$ cat config.mk
export PLATFORM = sky130hd
export DESIGN_NAME = mec_check
export DESIGN_NICKNAME = d
export VERILOG_FILES = /design/src/inc/mec_pkg.sv /design/src/logic/mec_tag_match.sv /design/src/logic/mec_check.sv
export SDC_FILE = /design/constraint.sdc
export NUM_CORES = 1
export LEC_CHECK = 0
export BUFFER_PORTS_ARGS = -buffer_cell sky130_fd_sc_hd__buf_4
export CAP_MARGIN = 25
export CORE_ASPECT_RATIO = 1.4
export CORE_MARGIN = 5
export CORE_UTILIZATION = 45
export DETAILED_ROUTE_END_ITERATION = 8
export PLACE_DENSITY = 0.72
export SYNTH_ARGS = -nofsm -noshare
export SYNTH_HDL_FRONTEND = slang
export SYNTH_HIERARCHICAL = 1
export SYNTH_SLANG_ARGS = --single-unit
$ cat constraint.sdc
create_clock -name clk -period 6.7 [get_ports clk]
set_input_delay 0.67 -clock clk [delete_from_list [all_inputs] [get_ports clk]]
set_output_delay 0.67 -clock clk [all_outputs]
set_load 0.03 [all_outputs]
$ cat src/inc/mec_pkg.sv
// Constants, register map and shared helpers for the MMU exception check.
// Assumes byte addresses on an 8-bit APB address, 32-bit data words.
`default_nettype none
package mec_pkg;
  localparam int VPN_BITS = 22;
  localparam int PID_BITS = 8;
  localparam int RP_BITS  = 5;
  localparam int PR_W     = 3;
  localparam int CF_W     = 10;
  localparam int APB_AW   = 8;

  // Register byte offsets
  localparam logic [APB_AW-1:0] ADDR_CONTROL = 8'h00;
  localparam logic [APB_AW-1:0] ADDR_PID     = 8'h04;
  localparam logic [APB_AW-1:0] ADDR_INSTR_PAGE_ENTRY_UPPER   = 8'h08;
  localparam logic [APB_AW-1:0] ADDR_DATA_PAGE_ENTRY_UPPER   = 8'h0C;
  localparam logic [APB_AW-1:0] ADDR_FCAUSE  = 8'h10;

  // Control register fields
  localparam int CTL_ITE     = 0;
  localparam int CTL_DTE     = 1;
  localparam int CTL_ITE_ON  = 2;
  localparam int CTL_DTE_ON  = 3;
  localparam int CTL_IRP_LSB = 8;
  localparam int CTL_DRP_LSB = 16;

  // Page entry upper: vpn [31:10], pid [7:0]
  localparam int PTEU_VPN_LSB = 10;
  localparam int PTEU_PID_LSB = 0;

  // Fault cause register: two fields
  localparam int FC_IFC_LSB = 0;
  localparam int FC_DFC_LSB = 16;

  // Bits within a cause field
  localparam int CB_MISS   = 0;
  localparam int CB_IW     = 1;
  localparam int CB_INV    = 2;
  localparam int CB_PROT   = 3;
  localparam int CB_LVL    = 4;
  localparam int CB_WR     = 5;
  localparam int CB_PR_LSB = 6;
  localparam int CB_ILL    = 9;
  localparam logic [CF_W-1:0] CF_FAULTS = 10'h20F;

  // Page size codes
  localparam logic [1:0] PS_1K   = 2'b10;
  localparam logic [1:0] PS_4K   = 2'b00;
  localparam logic [1:0] PS_128K = 2'b01;
  localparam logic [1:0] PS_4M   = 2'b11;

  // Enable change settles after this many cycles
  localparam int TE_DELAY_CYC = 2;

  // Reset values
  localparam logic [RP_BITS-1:0]  RP_RESET  = 5'h00;
  localparam logic [PID_BITS-1:0] PID_RESET = 8'h00;

  // Illegal physical ranges
  localparam logic [31:0] I_LOW_TOP  = 32'h03FFFFFF;
  localparam logic [31:0] I_HIGH_BOT = 32'hC0000000;
  localparam logic [31:0] D_LOW_TOP  = 32'h3FFFFFFF;
  localparam logic [31:0] D_MID_BOT  = 32'hC0000000;
  localparam logic [31:0] D_MID_TOP  = 32'hCFFFFFFF;
  localparam logic [31:0] D_HIGH_BOT = 32'hE0000000;

  function automatic logic [VPN_BITS-1:0] vpn_cmp_mask(
    input logic [1:0] ps);
    case (ps)
      PS_1K:   return 22'h3FFFFF;
      PS_4K:   return 22'h3FFFFC;
      PS_128K: return 22'h3FFF80;
      default: return 22'h3FF000;
    endcase
  endfunction

  function automatic logic [31:0] offset_mask(input logic [1:0] ps);
    case (ps)
      PS_1K:   return 32'h000003FF;
      PS_4K:   return 32'h00000FFF;
      PS_128K: return 32'h0001FFFF;
      default: return 32'h003FFFFF;
    endcase
  endfunction
endpackage
`default_nettype wire

$ cat src/logic/mec_tag_match.sv
// Tag comparison of one candidate TLB entry against a lookup.
// Assumes the TLB presents the candidate entry in the same cycle.
`default_nettype none
module mec_tag_match #(
  parameter int VPN_W = mec_pkg::VPN_BITS,
  parameter int PID_W = mec_pkg::PID_BITS
) (
  input  wire logic [VPN_W-1:0] req_vpn,
  input  wire logic [PID_W-1:0] req_pid,
  input  wire logic [VPN_W-1:0] ent_vpn,
  input  wire logic [PID_W-1:0] ent_pid,
  input  wire logic             ent_g,
  input  wire logic [1:0]       ent_ps,
  input  wire logic             ent_valid,
  output logic                  hit
);
  import mec_pkg::*;
  logic [VPN_W-1:0] cmp_mask;
  logic             vpn_eq;
  logic             pid_eq;

  always_comb begin
    cmp_mask = vpn_cmp_mask(ent_ps);
    vpn_eq   = ((req_vpn ^ ent_vpn) & cmp_mask) == '0;
    pid_eq   = ent_g || (req_pid == ent_pid);
    hit      = ent_valid && vpn_eq && pid_eq;
  end
endmodule
`default_nettype wire

$ cat src/logic/mec_check.sv
// MMU exception check: evaluates each translated fetch and data access.
// Assumes the TLB supplies one candidate entry per access on clk.
// Functional notes
// - No match or invalid matching entry raises a TLB miss.
// - Instruction miss: capture vpn and pid, cause 0001, refill pointer, signal.
// - Data miss: capture vpn and pid, cause 0001, refill pointer, signal.
// - Instruction hit: protection fault sets bit 3, absent page bit 2.
// - Instruction hit to illegal physical range sets bit 9.
// - Instruction access fault: capture vpn, pid, cause, hit entry, signal.
// - Data hit: protection fault sets bit 19, absent page bit 18.
// - Permitted write to present unwritten data page sets bit 17.
// - Data hit to illegal physical range sets bit 25.
// - Data access fault: capture vpn, pid, cause, hit entry, signal.
// - Fault cause register holds two 10-bit fields of equal layout.
// - Field bits: 0 miss, 1 initial write, 2 invalid, 3 protection, 9 illegal.
// - Field bit 4 level, bit 5 access type, bits 8:6 protection copy.
// - User read of supervisor-only page is a protection violation.
// - Forbidden user data write flags protection with protection copy.
// - Global entries compare vpn only, others vpn and process id.
// - Compared vpn width follows the page size code.
`default_nettype none
module mec_check #(
  parameter int VPN_W = mec_pkg::VPN_BITS,
  parameter int PID_W = mec_pkg::PID_BITS,
  parameter int RP_W  = mec_pkg::RP_BITS
) (
  input  wire logic                      clk,
  input  wire logic                      reset_n,
  input  wire logic [mec_pkg::APB_AW-1:0] paddr,
  input  wire logic                      psel,
  input  wire logic                      penable,
  input  wire logic                      pwrite,
  input  wire logic [31:0]               pwdata,
  output logic [31:0]                    prdata,
  output logic                           pready,
  output logic                           pslverr,
  input  wire logic                      if_req,
  input  wire logic [31:0]               if_vaddr,
  input  wire logic                      if_super,
  input  wire logic [VPN_W-1:0]          ient_vpn,
  input  wire logic [PID_W-1:0]          ient_pid,
  input  wire logic                      ient_g,
  input  wire logic [1:0]                ient_ps,
  input  wire logic                      ient_valid,
  input  wire logic [RP_W-1:0]           ient_num,
  input  wire logic [VPN_W-1:0]          ient_ppn,
  input  wire logic [2:0]                ient_pr,
  input  wire logic                      ient_pv,
  input  wire logic                      irefill_done,
  input  wire logic                      d_req,
  input  wire logic [31:0]               d_vaddr,
  input  wire logic                      d_super,
  input  wire logic                      d_write,
  input  wire logic [VPN_W-1:0]          dent_vpn,
  input  wire logic [PID_W-1:0]          dent_pid,
  input  wire logic                      dent_g,
  input  wire logic [1:0]                dent_ps,
  input  wire logic                      dent_valid,
  input  wire logic [RP_W-1:0]           dent_num,
  input  wire logic [VPN_W-1:0]          dent_ppn,
  input  wire logic [2:0]                dent_pr,
  input  wire logic                      dent_pv,
  input  wire logic                      dent_written,
  input  wire logic                      drefill_done,
  output logic                           i_tlb_miss,
  output logic                           i_access_exc,
  output logic                           d_tlb_miss,
  output logic                           d_access_exc
);
  import mec_pkg::*;

  typedef struct packed {
    logic                            instr_translate_enable;
    logic                            data_translate_enable;
    logic [TE_DELAY_CYC-1:0][1:0]    te_pipe;
    logic [RP_W-1:0]                 instr_replace_pointer;
    logic [RP_W-1:0]                 data_replace_pointer;
    logic [PID_W-1:0]                process_id;
    logic [VPN_W-1:0]                ivpn;
    logic [PID_W-1:0]                ipid;
    logic [VPN_W-1:0]                dvpn;
    logic [PID_W-1:0]                dpid;
    logic [CF_W-1:0]                 instr_fault_cause;
    logic [CF_W-1:0]                 dfc;
    logic                            i_miss;
    logic                            i_acc;
    logic                            d_miss;
    logic                            d_acc;
    logic [31:0]                     rdata;
  } mec_state_s;

  mec_state_s      s;
  mec_state_s      next_s;
  logic            i_hit;
  logic            d_hit;
  logic            i_on;
  logic            d_on;
  logic [31:0]     i_pa;
  logic [31:0]     d_pa;
  logic [CF_W-1:0] i_cause;
  logic [CF_W-1:0] d_cause;
  logic            i_fault;
  logic            d_fault;
  logic            addr_ok;
  logic [31:0]     rd_word;

  // Physical address of the mapped access
  function automatic logic [31:0] map_pa(input logic [VPN_W-1:0] ppn,
                                         input logic [31:0] va,
                                         input logic [1:0] ps);
    logic [31:0] off;
    off = offset_mask(ps);
    return ({ppn, 10'h000} & ~off) | (va & off);
  endfunction

  // Access checks shared by both sides
  function automatic logic [CF_W-1:0] eval_access(
    input logic data_side, input logic wr, input logic sup,
    input logic [2:0] pr, input logic pv, input logic written,
    input logic [31:0] pa);
    logic [CF_W-1:0] c;
    logic            ok;
    logic            ill;
    c  = '0;
    ok = sup ? (!wr || pr[2]) : (wr ? pr[0] : pr[1]);
    if (data_side)
      ill = pa <= D_LOW_TOP || (pa >= D_MID_BOT && pa <= D_MID_TOP) ||
            pa >= D_HIGH_BOT;
    else
      ill = pa <= I_LOW_TOP || pa >= I_HIGH_BOT;
    c[CB_LVL]             = sup;
    c[CB_WR]              = wr;
    c[CB_PR_LSB+:PR_W]    = pr;
    c[CB_PROT]            = !ok;
    c[CB_INV]             = !pv;
    c[CB_IW]              = data_side && wr && ok && pv && !written;
    c[CB_ILL]             = ill;
    return c;
  endfunction

  function automatic logic [CF_W-1:0] miss_cause(input logic wr,
                                                 input logic sup);
    logic [CF_W-1:0] c;
    c          = '0;
    c[CB_MISS] = 1'b1;
    c[CB_LVL]  = sup;
    c[CB_WR]   = wr;
    return c;
  endfunction

  mec_tag_match #(.VPN_W(VPN_W), .PID_W(PID_W)) u_imatch (
    .req_vpn   (if_vaddr[31:10]),
    .req_pid   (s.process_id),
    .ent_vpn   (ient_vpn),
    .ent_pid   (ient_pid),
    .ent_g     (ient_g),
    .ent_ps    (ient_ps),
    .ent_valid (ient_valid),
    .hit       (i_hit)
  );

  mec_tag_match #(.VPN_W(VPN_W), .PID_W(PID_W)) u_dmatch (
    .req_vpn   (d_vaddr[31:10]),
    .req_pid   (s.process_id),
    .ent_vpn   (dent_vpn),
    .ent_pid   (dent_pid),
    .ent_g     (dent_g),
    .ent_ps    (dent_ps),
    .ent_valid (dent_valid),
    .hit       (d_hit)
  );

  always_comb begin
    // Enables act only once the delay line has caught up
    i_on    = s.te_pipe[TE_DELAY_CYC-1][0];
    d_on    = s.te_pipe[TE_DELAY_CYC-1][1];
    i_pa    = map_pa(ient_ppn, if_vaddr, ient_ps);
    d_pa    = map_pa(dent_ppn, d_vaddr, dent_ps);
    i_cause = eval_access(1'b0, 1'b0, if_super, ient_pr, ient_pv,
                          1'b1, i_pa);
    d_cause = eval_access(1'b1, d_write, d_super, dent_pr, dent_pv,
                          dent_written, d_pa);
    i_fault = i_hit && |(i_cause & CF_FAULTS);
    d_fault = d_hit && |(d_cause & CF_FAULTS);
    addr_ok = paddr == ADDR_CONTROL || paddr == ADDR_PID ||
              paddr == ADDR_INSTR_PAGE_ENTRY_UPPER || paddr == ADDR_DATA_PAGE_ENTRY_UPPER ||
              paddr == ADDR_FCAUSE;
    rd_word = '0;
    case (paddr)
      ADDR_CONTROL: begin
        rd_word[CTL_ITE]              = s.instr_translate_enable;
        rd_word[CTL_DTE]              = s.data_translate_enable;
        rd_word[CTL_ITE_ON]           = i_on;
        rd_word[CTL_DTE_ON]           = d_on;
        rd_word[CTL_IRP_LSB+:RP_W]    = s.instr_replace_pointer;
        rd_word[CTL_DRP_LSB+:RP_W]    = s.data_replace_pointer;
      end
      ADDR_PID:    rd_word[PTEU_PID_LSB+:PID_W] = s.process_id;
      ADDR_INSTR_PAGE_ENTRY_UPPER: begin
        rd_word[PTEU_VPN_LSB+:VPN_W]  = s.ivpn;
        rd_word[PTEU_PID_LSB+:PID_W]  = s.ipid;
      end
      ADDR_DATA_PAGE_ENTRY_UPPER: begin
        rd_word[PTEU_VPN_LSB+:VPN_W]  = s.dvpn;
        rd_word[PTEU_PID_LSB+:PID_W]  = s.dpid;
      end
      ADDR_FCAUSE: begin
        rd_word[FC_IFC_LSB+:CF_W]     = s.instr_fault_cause;
        rd_word[FC_DFC_LSB+:CF_W]     = s.dfc;
      end
      default:     rd_word = '0;
    endcase
  end

  always_comb begin
    next_s         = s;
    next_s.i_miss  = 1'b0;
    next_s.i_acc   = 1'b0;
    next_s.d_miss  = 1'b0;
    next_s.d_acc   = 1'b0;
    next_s.te_pipe = {s.te_pipe[TE_DELAY_CYC-2:0], {s.data_translate_enable, s.instr_translate_enable}};
    if (irefill_done)
      next_s.instr_replace_pointer = s.instr_replace_pointer + 1'b1;
    if (drefill_done)
      next_s.data_replace_pointer = s.data_replace_pointer + 1'b1;
    // Read data sampled in setup so prdata comes from a flop
    if (psel && !penable && !pwrite)
      next_s.rdata = rd_word;
    if (psel && penable && pwrite) begin
      case (paddr)
        ADDR_CONTROL: begin
          next_s.instr_translate_enable = pwdata[CTL_ITE];
          next_s.data_translate_enable = pwdata[CTL_DTE];
          next_s.instr_replace_pointer = pwdata[CTL_IRP_LSB+:RP_W];
          next_s.data_replace_pointer = pwdata[CTL_DRP_LSB+:RP_W];
        end
        ADDR_PID:    next_s.process_id = pwdata[PTEU_PID_LSB+:PID_W];
        ADDR_INSTR_PAGE_ENTRY_UPPER: begin
          next_s.ivpn = pwdata[PTEU_VPN_LSB+:VPN_W];
          next_s.ipid = pwdata[PTEU_PID_LSB+:PID_W];
        end
        ADDR_DATA_PAGE_ENTRY_UPPER: begin
          next_s.dvpn = pwdata[PTEU_VPN_LSB+:VPN_W];
          next_s.dpid = pwdata[PTEU_PID_LSB+:PID_W];
        end
        default: ;
      endcase
    end
    // Hardware capture last: it wins over a same-cycle software write
    if (i_on && if_req && (!i_hit || i_fault)) begin
      next_s.ivpn = if_vaddr[31:10];
      next_s.ipid = s.process_id;
      if (!i_hit) begin
        next_s.instr_fault_cause    = miss_cause(1'b0, if_super);
        next_s.instr_replace_pointer    = s.instr_replace_pointer;
        next_s.i_miss = 1'b1;
      end else begin
        next_s.instr_fault_cause    = i_cause;
        next_s.instr_replace_pointer    = ient_num;
        next_s.i_acc  = 1'b1;
      end
    end
    if (d_on && d_req && (!d_hit || d_fault)) begin
      next_s.dvpn = d_vaddr[31:10];
      next_s.dpid = s.process_id;
      if (!d_hit) begin
        next_s.dfc    = miss_cause(d_write, d_super);
        next_s.data_replace_pointer    = s.data_replace_pointer;
        next_s.d_miss = 1'b1;
      end else begin
        next_s.dfc    = d_cause;
        next_s.data_replace_pointer    = dent_num;
        next_s.d_acc  = 1'b1;
      end
    end
  end

  always_ff @(posedge clk or negedge reset_n) begin
    if (!reset_n) begin
      s     <= '0;
      s.instr_replace_pointer <= RP_RESET;
      s.data_replace_pointer <= RP_RESET;
      s.process_id <= PID_RESET;
    end else begin
      s <= next_s;
    end
  end

  // Zero-wait slave: every access completes in its first access cycle
  assign pready       = 1'b1;
  assign pslverr      = psel && penable && !addr_ok;
  assign prdata       = s.rdata;
  assign i_tlb_miss   = s.i_miss;
  assign i_access_exc = s.i_acc;
  assign d_tlb_miss   = s.d_miss;
  assign d_access_exc = s.d_acc;
endmodule
`default_nettype wire

# --- After elaboration in Yosys (flattened, before gate mapping) ---
# Cells that the tools add are included.
word_totals:
  word_cells: 143
  ff_bits: 140
  input_bits: 247
  output_inout_bits: 38
classes:
  n_reduce_logical: 57
  n_addsub: 2
  eq_ne: 12
  n_bitwise: 12
  n_lt_le_gt_ge: 6
  muxes: 36
op_table:
  columns: ["op", "count"]
  rows:
  - ["$pmux 22 s3", 2]
  - ["$and 32x32->32", 4]
  - ["$mux 30", 4]
  - ["$ge 32x32->1 const B", 3]
  - ["$mux 78", 1]
  - ["$pmux 12 s3", 2]
  - ["$not 32->32", 2]
  - ["$or 32x32->32", 2]
  - ["$and 22x22->22", 2]
  - ["$logic_not 22->1", 2]
  - ["$xor 22x22->22", 2]
  - ["$le 32x26->1 const B", 1]
  - ["$le 32x30->1 const B", 1]
  - ["$le 32x32->1 const B", 1]
  - ["$mux 10", 3]
  - ["$mux 5", 6]
  - ["$pmux 4 s5", 1]
  - ["$pmux 5 s4", 1]
  - ["$logic_and 1x1->1", 19]
  - ["$eq 8x4->1 const B", 2]
  - ["$eq 8x8->1", 2]
  - ["$pmux 4 s4", 1]
  - ["$pmux 5 s3", 1]
  - ["$logic_or 1x1->1", 12]
  - ["20 further kinds", 48]

# --- Logic depth before layout (Yosys ltp) ---
# Gate-level depths: netlist of run 1.
depth:
  word_depth: 15
  mapped_depth: 11
  depth_no_buf: 9

# --- Modules after synthesis ---
# The synthesis of run 1 kept the hierarchy.
by_module_without_submodules:
  columns: ["mod", "cells_per_inst", "area_each_um2", "n_inst", "seq_area_each_um2"]
  rows:
  - ["mec_check", 723, 7011.7, 1, 3453.3]
  - ["mec_tag_match", 44, 374.1, 2, 0.0]

# --- Worst setup path before layout of run 1 ---
# OpenSTA, ideal clock, no wires.
synth_path:
  kind: "input -> register"
  startpoint: "input port ient_vpn[9]"
  endpoint: "register s[48] in the netlist's numbering"
  n_path_buf: 2
  arrival_time_ps: 2894
  setup_ps: 136
  setup_slack_ps: 3670
  required_ps: 6564
  path_stages: 9
  path_cell_list: "xor2_1 nor4_2 nand4_1 a2111oi_2 clkbuf_1 nand2_1 o311ai_1 clkbuf_1 o21ai_0"
synth_between:
  elab_chain_cells: 8
  elab_cells_between_ends: 10
  cone_classes: "mux (1); bitwise (2); reduce/logical (7)"
synth_lines:
  columns: ["element", "line_no", "source"]
  rows:
  - ["start: declaration", "mec_check.sv:40", "input wire logic [VPN_W-1:0] ient_vpn,"]
  - ["$xor 22x22->22 *", "mec_tag_match.sv:24", "vpn_eq = ((req_vpn ^ ent_vpn) & cmp_mask) == '0;"]
  - ["$and 22x22->22 *", "mec_tag_match.sv:24", null]
  - ["$logic_not 22->1 *", "mec_tag_match.sv:24", null]
  - ["$logic_and 1x1->1 * (2 in series)", "mec_tag_match.sv:26", "hit = ent_valid && vpn_eq && pid_eq;"]
  - ["via i_hit", "mec_check.sv:94", "logic i_hit;"]
  - ["$logic_not 1->1 or $logic_and 1x1->1 (tied branches)", null, null]
  - ["$logic_or 1x1->1", "mec_check.sv:250", "if (i_on && if_req && (!i_hit || i_fault)) begin"]
  - ["$logic_and 1x1->1", "mec_check.sv:250", null]
  - ["end signal: assignment", "mec_check.sv:285", "s <= next_s;"]
  - ["end: declaration", "mec_check.sv:92", "mec_state_s s;"]
# The timed path passes the listed nets; every way through them passes the cells marked *.
# A chain may end at the register's enable or synchronous reset.

# --- Worst setup path in the final report of run 1 ---
layout_path:
  startpoint: "register s[122] in the netlist's numbering"
  endpoint: "register s[127] in the netlist's numbering"
layout_between:
  elab_chain_cells: 7
  elab_cells_between_ends: 9
  cone_classes: "eq/ne (2); mux (1); reduce/logical (6)"
layout_lines:
  columns: ["element", "line_no", "source"]
  rows:
  - ["$eq 8x8->1 *", "mec_tag_match.sv:25", "pid_eq = ent_g || (req_pid == ent_pid);"]
  - ["$logic_or 1x1->1 *", "mec_tag_match.sv:25", null]
  - ["$logic_and 1x1->1 *", "mec_tag_match.sv:26", null]
  - ["via d_hit", "mec_check.sv:95", "logic d_hit;"]
  - ["$logic_not 1->1 or $logic_and 1x1->1 (tied branches)", null, null]
  - ["$logic_or 1x1->1", "mec_check.sv:263", "if (d_on && d_req && (!d_hit || d_fault)) begin"]
  - ["$logic_and 1x1->1", "mec_check.sv:263", null]
  - ["$ne 2x2->1 (no line) or $mux 5 (tied branches)", null, null]
# Marked as above.

==> results of run 1 <==
==> cell usage after synthesis, types with 7 or more instances <==
master / number
a21oi_1: 31
a22o_1: 17
a22oi_1: 20
buf_2: 13
buf_4: 34
clkbuf_1: 24
dfrtp_1: 138
mux2_2: 11
mux2i_1: 82
nand2_1: 142
nand3_1: 8
nand4_1: 12
nor2_1: 34
nor4_1: 7
o211ai_1: 10
o21ai_0: 63
o21ai_1: 30
xnor2_1: 14
xor2_1: 54
==> worst paths after layout <==
kind                                   end  depth (start not counted)
worst max-delay path                s[127]                         10
max in group asynchronous            s[66]                          2
worst max register to register      s[127]                         10
min in group clk                      d_on                          0
worst min-delay path            prdata[14]                          1
worst min register to register        d_on                          0
==> worst register-to-register path: cells and delay by family (launching register included) <==
| kind | cells | cell delay [ns] |
|---|---|---|
| simple gates | 2 | 0.51 |
| compound gates | 6 | 1.91 |
| flops | 1 | 0.47 |
| buf+inv | 1 | 0.36 |
| xor+xnor | 1 | 0.18 |
==> power by group <==
group	total [mW]	leakage, nW	internal [mW]	switching, mW
clock	0.865	0.260	0.513	0.352
sequential	0.966	1.89	0.900	0.0659
combinational	0.375	2.91	0.196	0.179
==> final cells by class <==
class / instances / area [sq um]
fillers: 1486 / 6880
clock inverters: 12 / 103
multi-input cells: 592 / 3880
clock buffers: 18 / 439
flip-flops and latches: 138 / 3450
well taps: 232 / 290
inverters: 4 / 15.0
repair buffers: 241 / 1830
==> stage by stage <==
| stage | hold WS (ns) | utilization, % |
|---|---|---|
| 2_1_floorplan | 0.331 | - |
| 3_5_place_dp | 0.348 | 56.0 |
| 4_1_cts | 0.303 | 59.2 |
| 5_1_grt | 0.334 | 59.3 |
| 3_3_place_gp | 0.335 | 55.8 |
| 6_report | 0.275 | 59.3 |
==> kinds of logic (layout without fill, tap and decap cells) <==
group	Yosys count	in the layout	share of synthesized area (%)
AOI/OAI and AO/OA	195	195	15.5
xor gates and xnor gates	68	68	7.67
adders and majority gates	2	2	0.322
buffers and inverters	81	275	5.77
DFF	138	138	44.5
muxes	94	94	12.5
other	1	1	0.0483
and+or+nand+nor	232	232	13.7
==> metal layers <==
layer,GRT usage (%),share of wire [%],up-vias
met5,0,0,-
met4,7.73,2.0,0
met3,3.92,5.9,29
met2,41.6,51,231
met1,29.7,41,3222
li1,-,-,3185
==> flip-flops by register name, indices dropped and copies added (netlist names) <==
name          count
d_tlb_miss        1
i_on              1
s                96
next_s            4
prdata           32
i_access_exc      1
d_on              1
i_tlb_miss        1
d_access_exc      1
==> out/metrics.yaml, run 1 <==
layout:
  n_antenna_cell: 0
  design_area_sq_um: 10000
  finalNonFillerCells: 1237
  syn_to_final_growth_pct: 29.0
  final_cell_mix: "buf_4 (237), nand2_1 (141), dfrtp_1 (138), mux2i_1 (82), o21ai_0 (63)"
  fin_nets: 1243
  drive_above_1_share_pct: 30.1
  final_common_cell: "buf_4"
global_route:
  first_global_vias: 6786
  grt_use_total_pct: 23.7
  grt_pass1_wl_um: 36700
  grt_max_degree: 78
  grt_remaining_overflow: 0
  antenna_found_initial: 0
yosys:
  synth_top_cell_area_share_pct: 44.5
  synthFlopType: "dfrtp_1"
  syn-mean-instance-area_sq_um: 9.57
  synth_seq_cells: 138
  async_flop_share_pct: 100
  synth_edf_count: 0
  synth.cell_area_sq_um: 7760
  synth_area_leaders: "dfrtp_1 (45%), mux2i_1 (11%), nand2_1 (6.9%)"
  syn_nets: 1060
  yosysUniqueCellTypes: 48
  syn_inst: 811
  yosysWarnings: 6
  ys_seq_area_share_pct: 44.5
  yosys.area.top_type: "dfrtp_1"
die:
  io_pins: 285
  core_area_sq_um: 16900
  start_util_pct: 46.0
  rows: 56
  die_area_sq_um: 20000
  dieHeight_um: 165
  die_w_um: 121
routing:
  drt-pass1-iter-count: 6
  via_per_inst: 5.39
  drt_iter0_drc: 398
  finalWirelength_um: 23600
  drc: 0
  ant_nets: 0
  wl_per_cell_um: 19.1
  vias: 6667
clock_network:
  clk_latency_ns: 0.41
  cts.path.max_buffers: 2
  root_buffer: "clkbuf_16"
  htree_levels: 4
  post_cts_resized: 0
  cts_tree: "built"
  clk_pin_slew_ns: 0.06
  cts_sinks: 138
  postCtsSetupBuffers: 0
  cts_hold_buf: 0
  cts_buffers: 17
worst_setup_path:
  path_max_fanout: 67
  cp-start-kind: "flop"
  end_kind: "flop"
  path_delay_family: "compound AO/OA/AOI/OAI gates"
  crit_required_ns: 7.00
  slowest_delay_ns: 0.59
  crit_start: "s[122]"
  cp_num_buf_inv: 1
  cpMostUsedCell: "a21oi_1"
  r2r_setup_slack_ns: 3.14
  critPathKind: "flop to flop"
  path_cells: "xor2_1, nor4_1, a21oi_1, a2111oi_2, nand2_1, a211oi_1, a31oi_4, buf_4, a21oi_1, a21oi_1"
  slowest_stage: "a211oi_1"
  r2r_start: "s[122]"
  cp_data_arrival_time_ns: 3.86
pwr:
  ir_drop_v: 0.000112
  leakage_nw: 5.06
  power_mw: 2.21
  power.density_nw_per_um2: 220
sta:
  fin_crit_sh_pct: 53.2
  finalWorstPathRequiredPeriod_ns: 3.56
  tns_ns: 0
  tightest_slew_ns: 0.780
  hold_violations: 0
  finalMaxSlewViolations: 0
  clock.fmax_mhz: 281
  fin_ws_ns: 3.14
  fin_skew_ns: 0.00697
  max-slew-margin-rel_pct: 48.0
  rsz0062_at_grt: "no"
  finalSetupViolations: 0
run:
  timing.max_cap.violations: 0
place:
  placedInstanceArea_sq_um: 9460
  numPlacedInstances: 1205
  io_buffers: 229
  pre_cts_ws_ns: 2.77
  hpwl_um: 17800
  place_congestion: 0.811
run_status:
  status: "finished clean"
hold_path:
  hp-class: "input port to async pin"
No activity file was read; power rests on OpenSTA's default activity.
==> run 2, diff against run 1 <==
==> constraint.sdc (replaced) <==
create_clock -name clk -period 3.7 [get_ports clk]
set_input_delay 0.37 -clock clk [delete_from_list [all_inputs] [get_ports clk]]
set_output_delay 0.37 -clock clk [all_outputs]
set_load 0.03 [all_outputs]
==> out/metrics.yaml, run 2 (same netlist as run 1, synthesis figures left out) <==
run_status:
  status: "finished clean"  # unchanged
layout:
  largest_register_ffs: 96  # unchanged
  fin_nets: 1247  # was 1,243
  final_cell_mix: "buf_4 (243), nand2_1 (141), dfrtp_1 (138), mux2i_1 (82), o21ai_0 (63)"  # was buf_4 (237), nand2_1 (141), dfrtp_1 (138), mux2i_1 (82), o21ai_0 (63)
  n_antenna_cell: 0  # unchanged
  drive_above_1_share_pct: 30.5  # was 30.1%
  syn_to_final_growth_pct: 30.4  # was 29.0%
  top_register: "s"  # unchanged
  final_common_cell: "buf_4"  # unchanged
  finalNonFillerCells: 1243  # was 1,237
worst_setup_path:
  path_max_fanout: 22  # was 67
  critPathKind: "flop to flop"  # unchanged
  crit_required_ns: 4.03  # was 7.00 ns
  cp_data_arrival_time_ns: 3.33  # was 3.86 ns
  end_kind: "flop"  # unchanged
  cp-start-kind: "flop"  # unchanged
routing:
  finalWirelength_um: 23700  # was 23,600 um
  drt-pass1-iter-count: 5  # was 6
  ant_nets: 0  # unchanged
  highest_layer: "met4"  # unchanged
  drc: 0  # unchanged
  drt_iter0_drc: 376  # was 398
  wl_met2_um: 12000  # was 12,100 um
  vias: 6642  # was 6,667
  wl_met3_um: 1570  # was 1400 um
  via_per_inst: 5.34  # was 5.39
  m1WireLength_um: 9700  # was 9640 um
  wl_per_cell_um: 19.1  # about the same
clock_network:
  cts_sinks: 138  # unchanged
  cts_hold_buf: 0  # unchanged
  clk_latency_ns: 0.42  # was 0.41 ns
  htree_levels: 4  # unchanged
  cts.path.max_buffers: 2  # unchanged
  postCtsSetupBuffers: 0  # unchanged
  root_buffer: "clkbuf_16"  # unchanged
  cts_buffers: 17  # unchanged
  clk_pin_slew_ns: 0.06  # about the same
  post_cts_resized: 0  # unchanged
  cts_tree: "built"  # unchanged
die:
  rows: 56  # unchanged
  die_w_um: 121  # unchanged
  core_area_sq_um: 16900  # unchanged
  start_util_pct: 46.0  # unchanged
  io_pins: 285  # unchanged
  die_area_sq_um: 20000  # unchanged
  dieHeight_um: 165  # unchanged
run:
  timing.max_cap.violations: 0  # unchanged
sta:
  fin_crit_sh_pct: 81.1  # was 53.2%
  finalWorstPathRequiredPeriod_ns: 3.00  # was 3.56 ns
  tightest_slew_ns: 0.923  # was 0.780 ns
  rsz0062_at_grt: "no"  # unchanged
  hold_violations: 0  # unchanged
  tns_ns: 0  # unchanged
  max-slew-margin-rel_pct: 38.5  # was 48.0%
  finalMaxSlewViolations: 0  # unchanged
  fin_skew_ns: 0.00773  # was 0.00697 ns
  finalSetupViolations: 0  # unchanged
  hold_slack_ns: 0.00531  # was 0.275 ns
  clock.fmax_mhz: 333  # was 281 MHz
global_route:
  grt_remaining_overflow: 0  # unchanged
  first_global_vias: 6812  # was 6,786
  grt_use_total_pct: 23.6  # was 23.7%
  grt_pass1_wl_um: 36300  # was 36,700 um
  grt_max_degree: 95  # was 78
  antenna_found_initial: 0  # unchanged
place:
  numPlacedInstances: 1211  # was 1,205
  io_buffers: 229  # unchanged
  place_congestion: 0.824  # was 0.811
  hpwl_um: 17900  # was 17,800 um
pwr:
  leakage_nw: 5.12  # was 5.06 nW
  power_mw: 4.20  # was 2.21 mW
  ir_drop_v: 0.000262  # was 0.000112 V
  power.density_nw_per_um2: 415  # was 220 nW/um^2
hold_path:
  hp-class: "input port to async pin"  # unchanged
[run 2: per-stage QoR]
step | util, % | area [sq um] | setup slack, ns
global route | 59.9 | 10100 | 0.494
floorplan | - | 7760 | 0.970
global placement | 56.2 | 9500 | 0.635
detailed placement | 56.2 | 9500 | 0.682
CTS | 59.9 | 10100 | 0.678
finish | 59.9 | 10100 | 0.700
[run 2: report_power, final]
group | switching [mW] | internal (mW) | leakage, nW
Sequential | 0.118 | 1.63 | 1.89
Combinational | 0.324 | 0.358 | 2.93
Clock | 0.638 | 1.13 | 0.298
Total | 1.08 | 3.12 | 5.12
[run 2: final cells by class]
type / count / area, sq um
timing repair buffer: 245 / 1860
clock inverter: 10 / 140
inverter: 4 / 15.0
fill: 1475 / 6770
clock buffer: 22 / 484
sequential: 138 / 3450
tap: 232 / 290
multi-input combinational: 592 / 3880
[run 2: path summary, 6_finish.rpt]
check | startpoint | endpoint | slack (ns) | cells past startpoint
max in group asynchronous | reset_n | s[95] | 2.97 | 2
max reg2reg | s[122] | s[127] | 0.70 | 11
min in group clk | dent_pv | s[38] | 0.17 | 2
min reg2reg | next_s[137] | d_on | 0.35 | 0
max | s[122] | s[127] | 0.70 | 11
min | reset_n | prdata[15] | 0.005 | 1
[run 2: worst max-delay path, cell delays in order (launching register included)]
cell and delay (ns):
dfrtp_1 0.47, xor2_1 0.18, nor4_1 0.36, a21oi_1 0.24, a2111oi_2 0.26, buf_4 0.20
nand2_1 0.05, a211oi_1 0.22, buf_4 0.17, a31o_2 0.43, o211ai_1 0.15, a21oi_1 0.18
[run 2: layer usage]
metal  vias up  track usage [%]
met5         -                0
met4         0             7.78
met3        32             4.87
met2       238             41.0
met1      3172             29.2
li1       3200                -
==> run 3, diff against run 2 <==
==> constraint.sdc (replaced) <==
create_clock -name clk -period 2.8 [get_ports clk]
set_input_delay 0.28 -clock clk [delete_from_list [all_inputs] [get_ports clk]]
set_output_delay 0.28 -clock clk [all_outputs]
set_load 0.03 [all_outputs]
==> out/metrics.yaml, run 3 (same netlist as run 1, synthesis figures left out) <==
sta:
  hold_violations: 0  # unchanged
  tns_ns: 0  # unchanged
  clock.fmax_mhz: 376  # was 333 MHz
  finalWorstPathRequiredPeriod_ns: 2.66  # was 3.00 ns
  tightest_slew_ns: 0.608  # was 0.923 ns
  fin_skew_ns: 0.00567  # was 0.00773 ns
  max-slew-margin-rel_pct: 59.4  # was 38.5%
  finalSetupViolations: 0  # unchanged
  fin_crit_sh_pct: 94.9  # was 81.1%
  finalMaxSlewViolations: 0  # unchanged
layout:
  largest_register_ffs: 96  # unchanged
  drive_above_1_share_pct: 32.1  # was 30.5%
  fin_nets: 1266  # was 1,247
  final_cell_mix: "buf_4 (254), nand2_1 (141), dfrtp_1 (137), mux2i_1 (82), o21ai_0 (63)"  # was buf_4 (243), nand2_1 (141), dfrtp_1 (138), mux2i_1 (82), o21ai_0 (63)
  final_common_cell: "buf_4"  # unchanged
  seqCellArea_sq_um: 3450  # about the same
  syn_to_final_growth_pct: 34.1  # was 30.4%
  top_register: "s"  # unchanged
  post-route-util_pct: 61.6  # was 59.9%
  multiInputGateArea_sq_um: 3900  # was 3880 sq um
  n_fill_cell: 1486  # was 1,475
  n_antenna_cell: 0  # unchanged
routing:
  vias: 6739  # was 6,642
  ant_nets: 0  # unchanged
  drc: 0  # unchanged
  drt-pass1-iter-count: 5  # unchanged
  finalWirelength_um: 23800  # was 23,700 um
  wl_per_cell_um: 18.9  # was 19.1 um
  via_per_inst: 5.34  # about the same
  drt_iter0_drc: 449  # was 376
global_route:
  grt_max_degree: 70  # was 95
  met1_usage_pct: 29.3  # was 29.2%
  grt_pass1_wl_um: 37400  # was 36,300 um
  use_met2_pct: 42.5  # was 41.0%
  grt.busiest_layer: "met2"  # unchanged
  grt_use_met3_pct: 5.38  # was 4.87%
  grt_remaining_overflow: 0  # unchanged
  first_global_vias: 7128  # was 6,812
  antenna_found_initial: 0  # unchanged
  grt_use_total_pct: 24.3  # was 23.6%
clock_network:
  cts_tree: "built"  # unchanged
  htree_levels: 4  # unchanged
  clk_latency_ns: 0.42  # about the same
  cts_sinks: 138  # unchanged
  cts_buffers: 17  # unchanged
  root_buffer: "clkbuf_16"  # unchanged
  clk_pin_slew_ns: 0.06  # about the same
  cts.path.max_buffers: 2  # unchanged
worst_setup_path:
  cp_num_buf_inv: 3  # was 2
  path_cells: "buf_4, xor2_1, nor4_1, a21oi_1, a2111oi_2, buf_4, nand2_1, o311a_2, buf_12, a21oi_1, a21oi_1"  # was xor2_1, nor4_1, a21oi_1, a2111oi_2, buf_4, nand2_1, a211oi_1, buf_4, a31o_2, o211ai_1, a21oi_1
  cp-start-kind: "flop"  # unchanged
  end_kind: "flop"  # unchanged
  cpMostUsedCell: "a21oi_1"
  crit_required_ns: 3.11  # was 4.03 ns
  slowest_stage: "o311a_2"  # was dfrtp_1
  r2r_start: "s[118]"  # was s[122]
  critPathKind: "flop to flop"  # unchanged
  path_delay_family: "compound AO/OA/AOI/OAI gates"  # unchanged
  path_max_fanout: 34  # was 22
  cp_data_arrival_time_ns: 2.96  # was 3.33 ns
  slowest_delay_ns: 0.42  # was 0.47 ns
  crit_start: "s[118]"  # was s[122]
die:
  start_util_pct: 46.0  # unchanged
  die_w_um: 121  # unchanged
  io_pins: 285  # unchanged
  core_area_sq_um: 16900  # unchanged
  rows: 56  # unchanged
  dieHeight_um: 165  # unchanged
  die_area_sq_um: 20000  # unchanged
place:
  io_buffers: 229  # unchanged
  hpwl_um: 18500  # was 17,900 um
  place_congestion: 0.882  # was 0.824
run_status:
  status: "finished clean"  # unchanged
pwr:
  power.density_nw_per_um2: 548  # was 415 nW/um^2
  leakage_nw: 5.26  # was 5.12 nW
  ir_drop_v: 0.000351  # was 0.000262 V
hold_path:
  worstHoldStart: "dent_pv"
  hp-class: "input port to flop"  # was input port to async pin
run:
  timing.max_cap.violations: 0  # unchanged
==> run 3: cell types whose count changed in the layout (fill, tap and decap cells not counted), sizes merged <==
cell	before	now
buf	245	263
clkinv	4	6
clkbuf	22	20
dlygate4sd3	0	1
clkinvlp	3	1
bufinv	3	5
==> run 3: area by class of cell <==
| class | count | area share (%) |
|---|---|---|
| Multi-Input combinational cell | 592 | 37.5 |
| Sequential cell | 138 | 33.2 |
| Timing Repair Buffer | 264 | 20.1 |
| Clock buffer | 20 | 4.39 |
| Tap cell | 232 | 2.79 |
| Clock inverter | 12 | 1.88 |
| Inverter | 4 | 0.144 |
==> run 3: timing repair <==
item,CTS,global route
gates resized for setup,0,5
hold buffers,1,0
buffers inserted,0,0
setup endpoints to repair,0,16
endpoints found under the hold margin,34,0
==> run 3: where the power goes <==
part           internal [mW]  total [mW]  switching, mW
clock                   1.62        2.47          0.844
sequential              2.15        2.31          0.159
combinational          0.480       0.920          0.439
==> run 3: worst paths after layout <==
kind | slack, ns | cells after the start | endpoint
worst max-delay path | 0.14 | 11 | s[133]
worst min-delay path | 0.07 | 2 | s[38]
worst max register to register | 0.14 | 11 | s[133]
worst min register to register | 0.35 | 0 | i_on
max in group asynchronous | 1.66 | 3 | s[123]
min in group asynchronous | 0.31 | 2 | prdata[14]
==> run 3: per-layer routing <==
metal	wire (um)	vias up
met4	623	0
met2	12200	237
met1	9480	3219
met5	0	-
met3	1520	38
li1	-	3245
==> run 3: per-stage QoR <==
stage / total power [mW] / cell area, sq um / hold slack [ns] / cells / worst slack [ns]
finish: 5.70 / 10400 / 0.0661 / 1262 / 0.143
floorplan: 2.80 / 7760 / -0.0156 / 811 / 0.160
global placement: 3.23 / 9720 / 0.197 / 1229 / -0.0180
CTS: 5.74 / 10400 / 0.0537 / 1262 / 0.0682
detailed placement: 3.26 / 9720 / 0.197 / 1229 / 0.0205
global route: 5.96 / 10400 / 0.0514 / 1262 / -0.0222
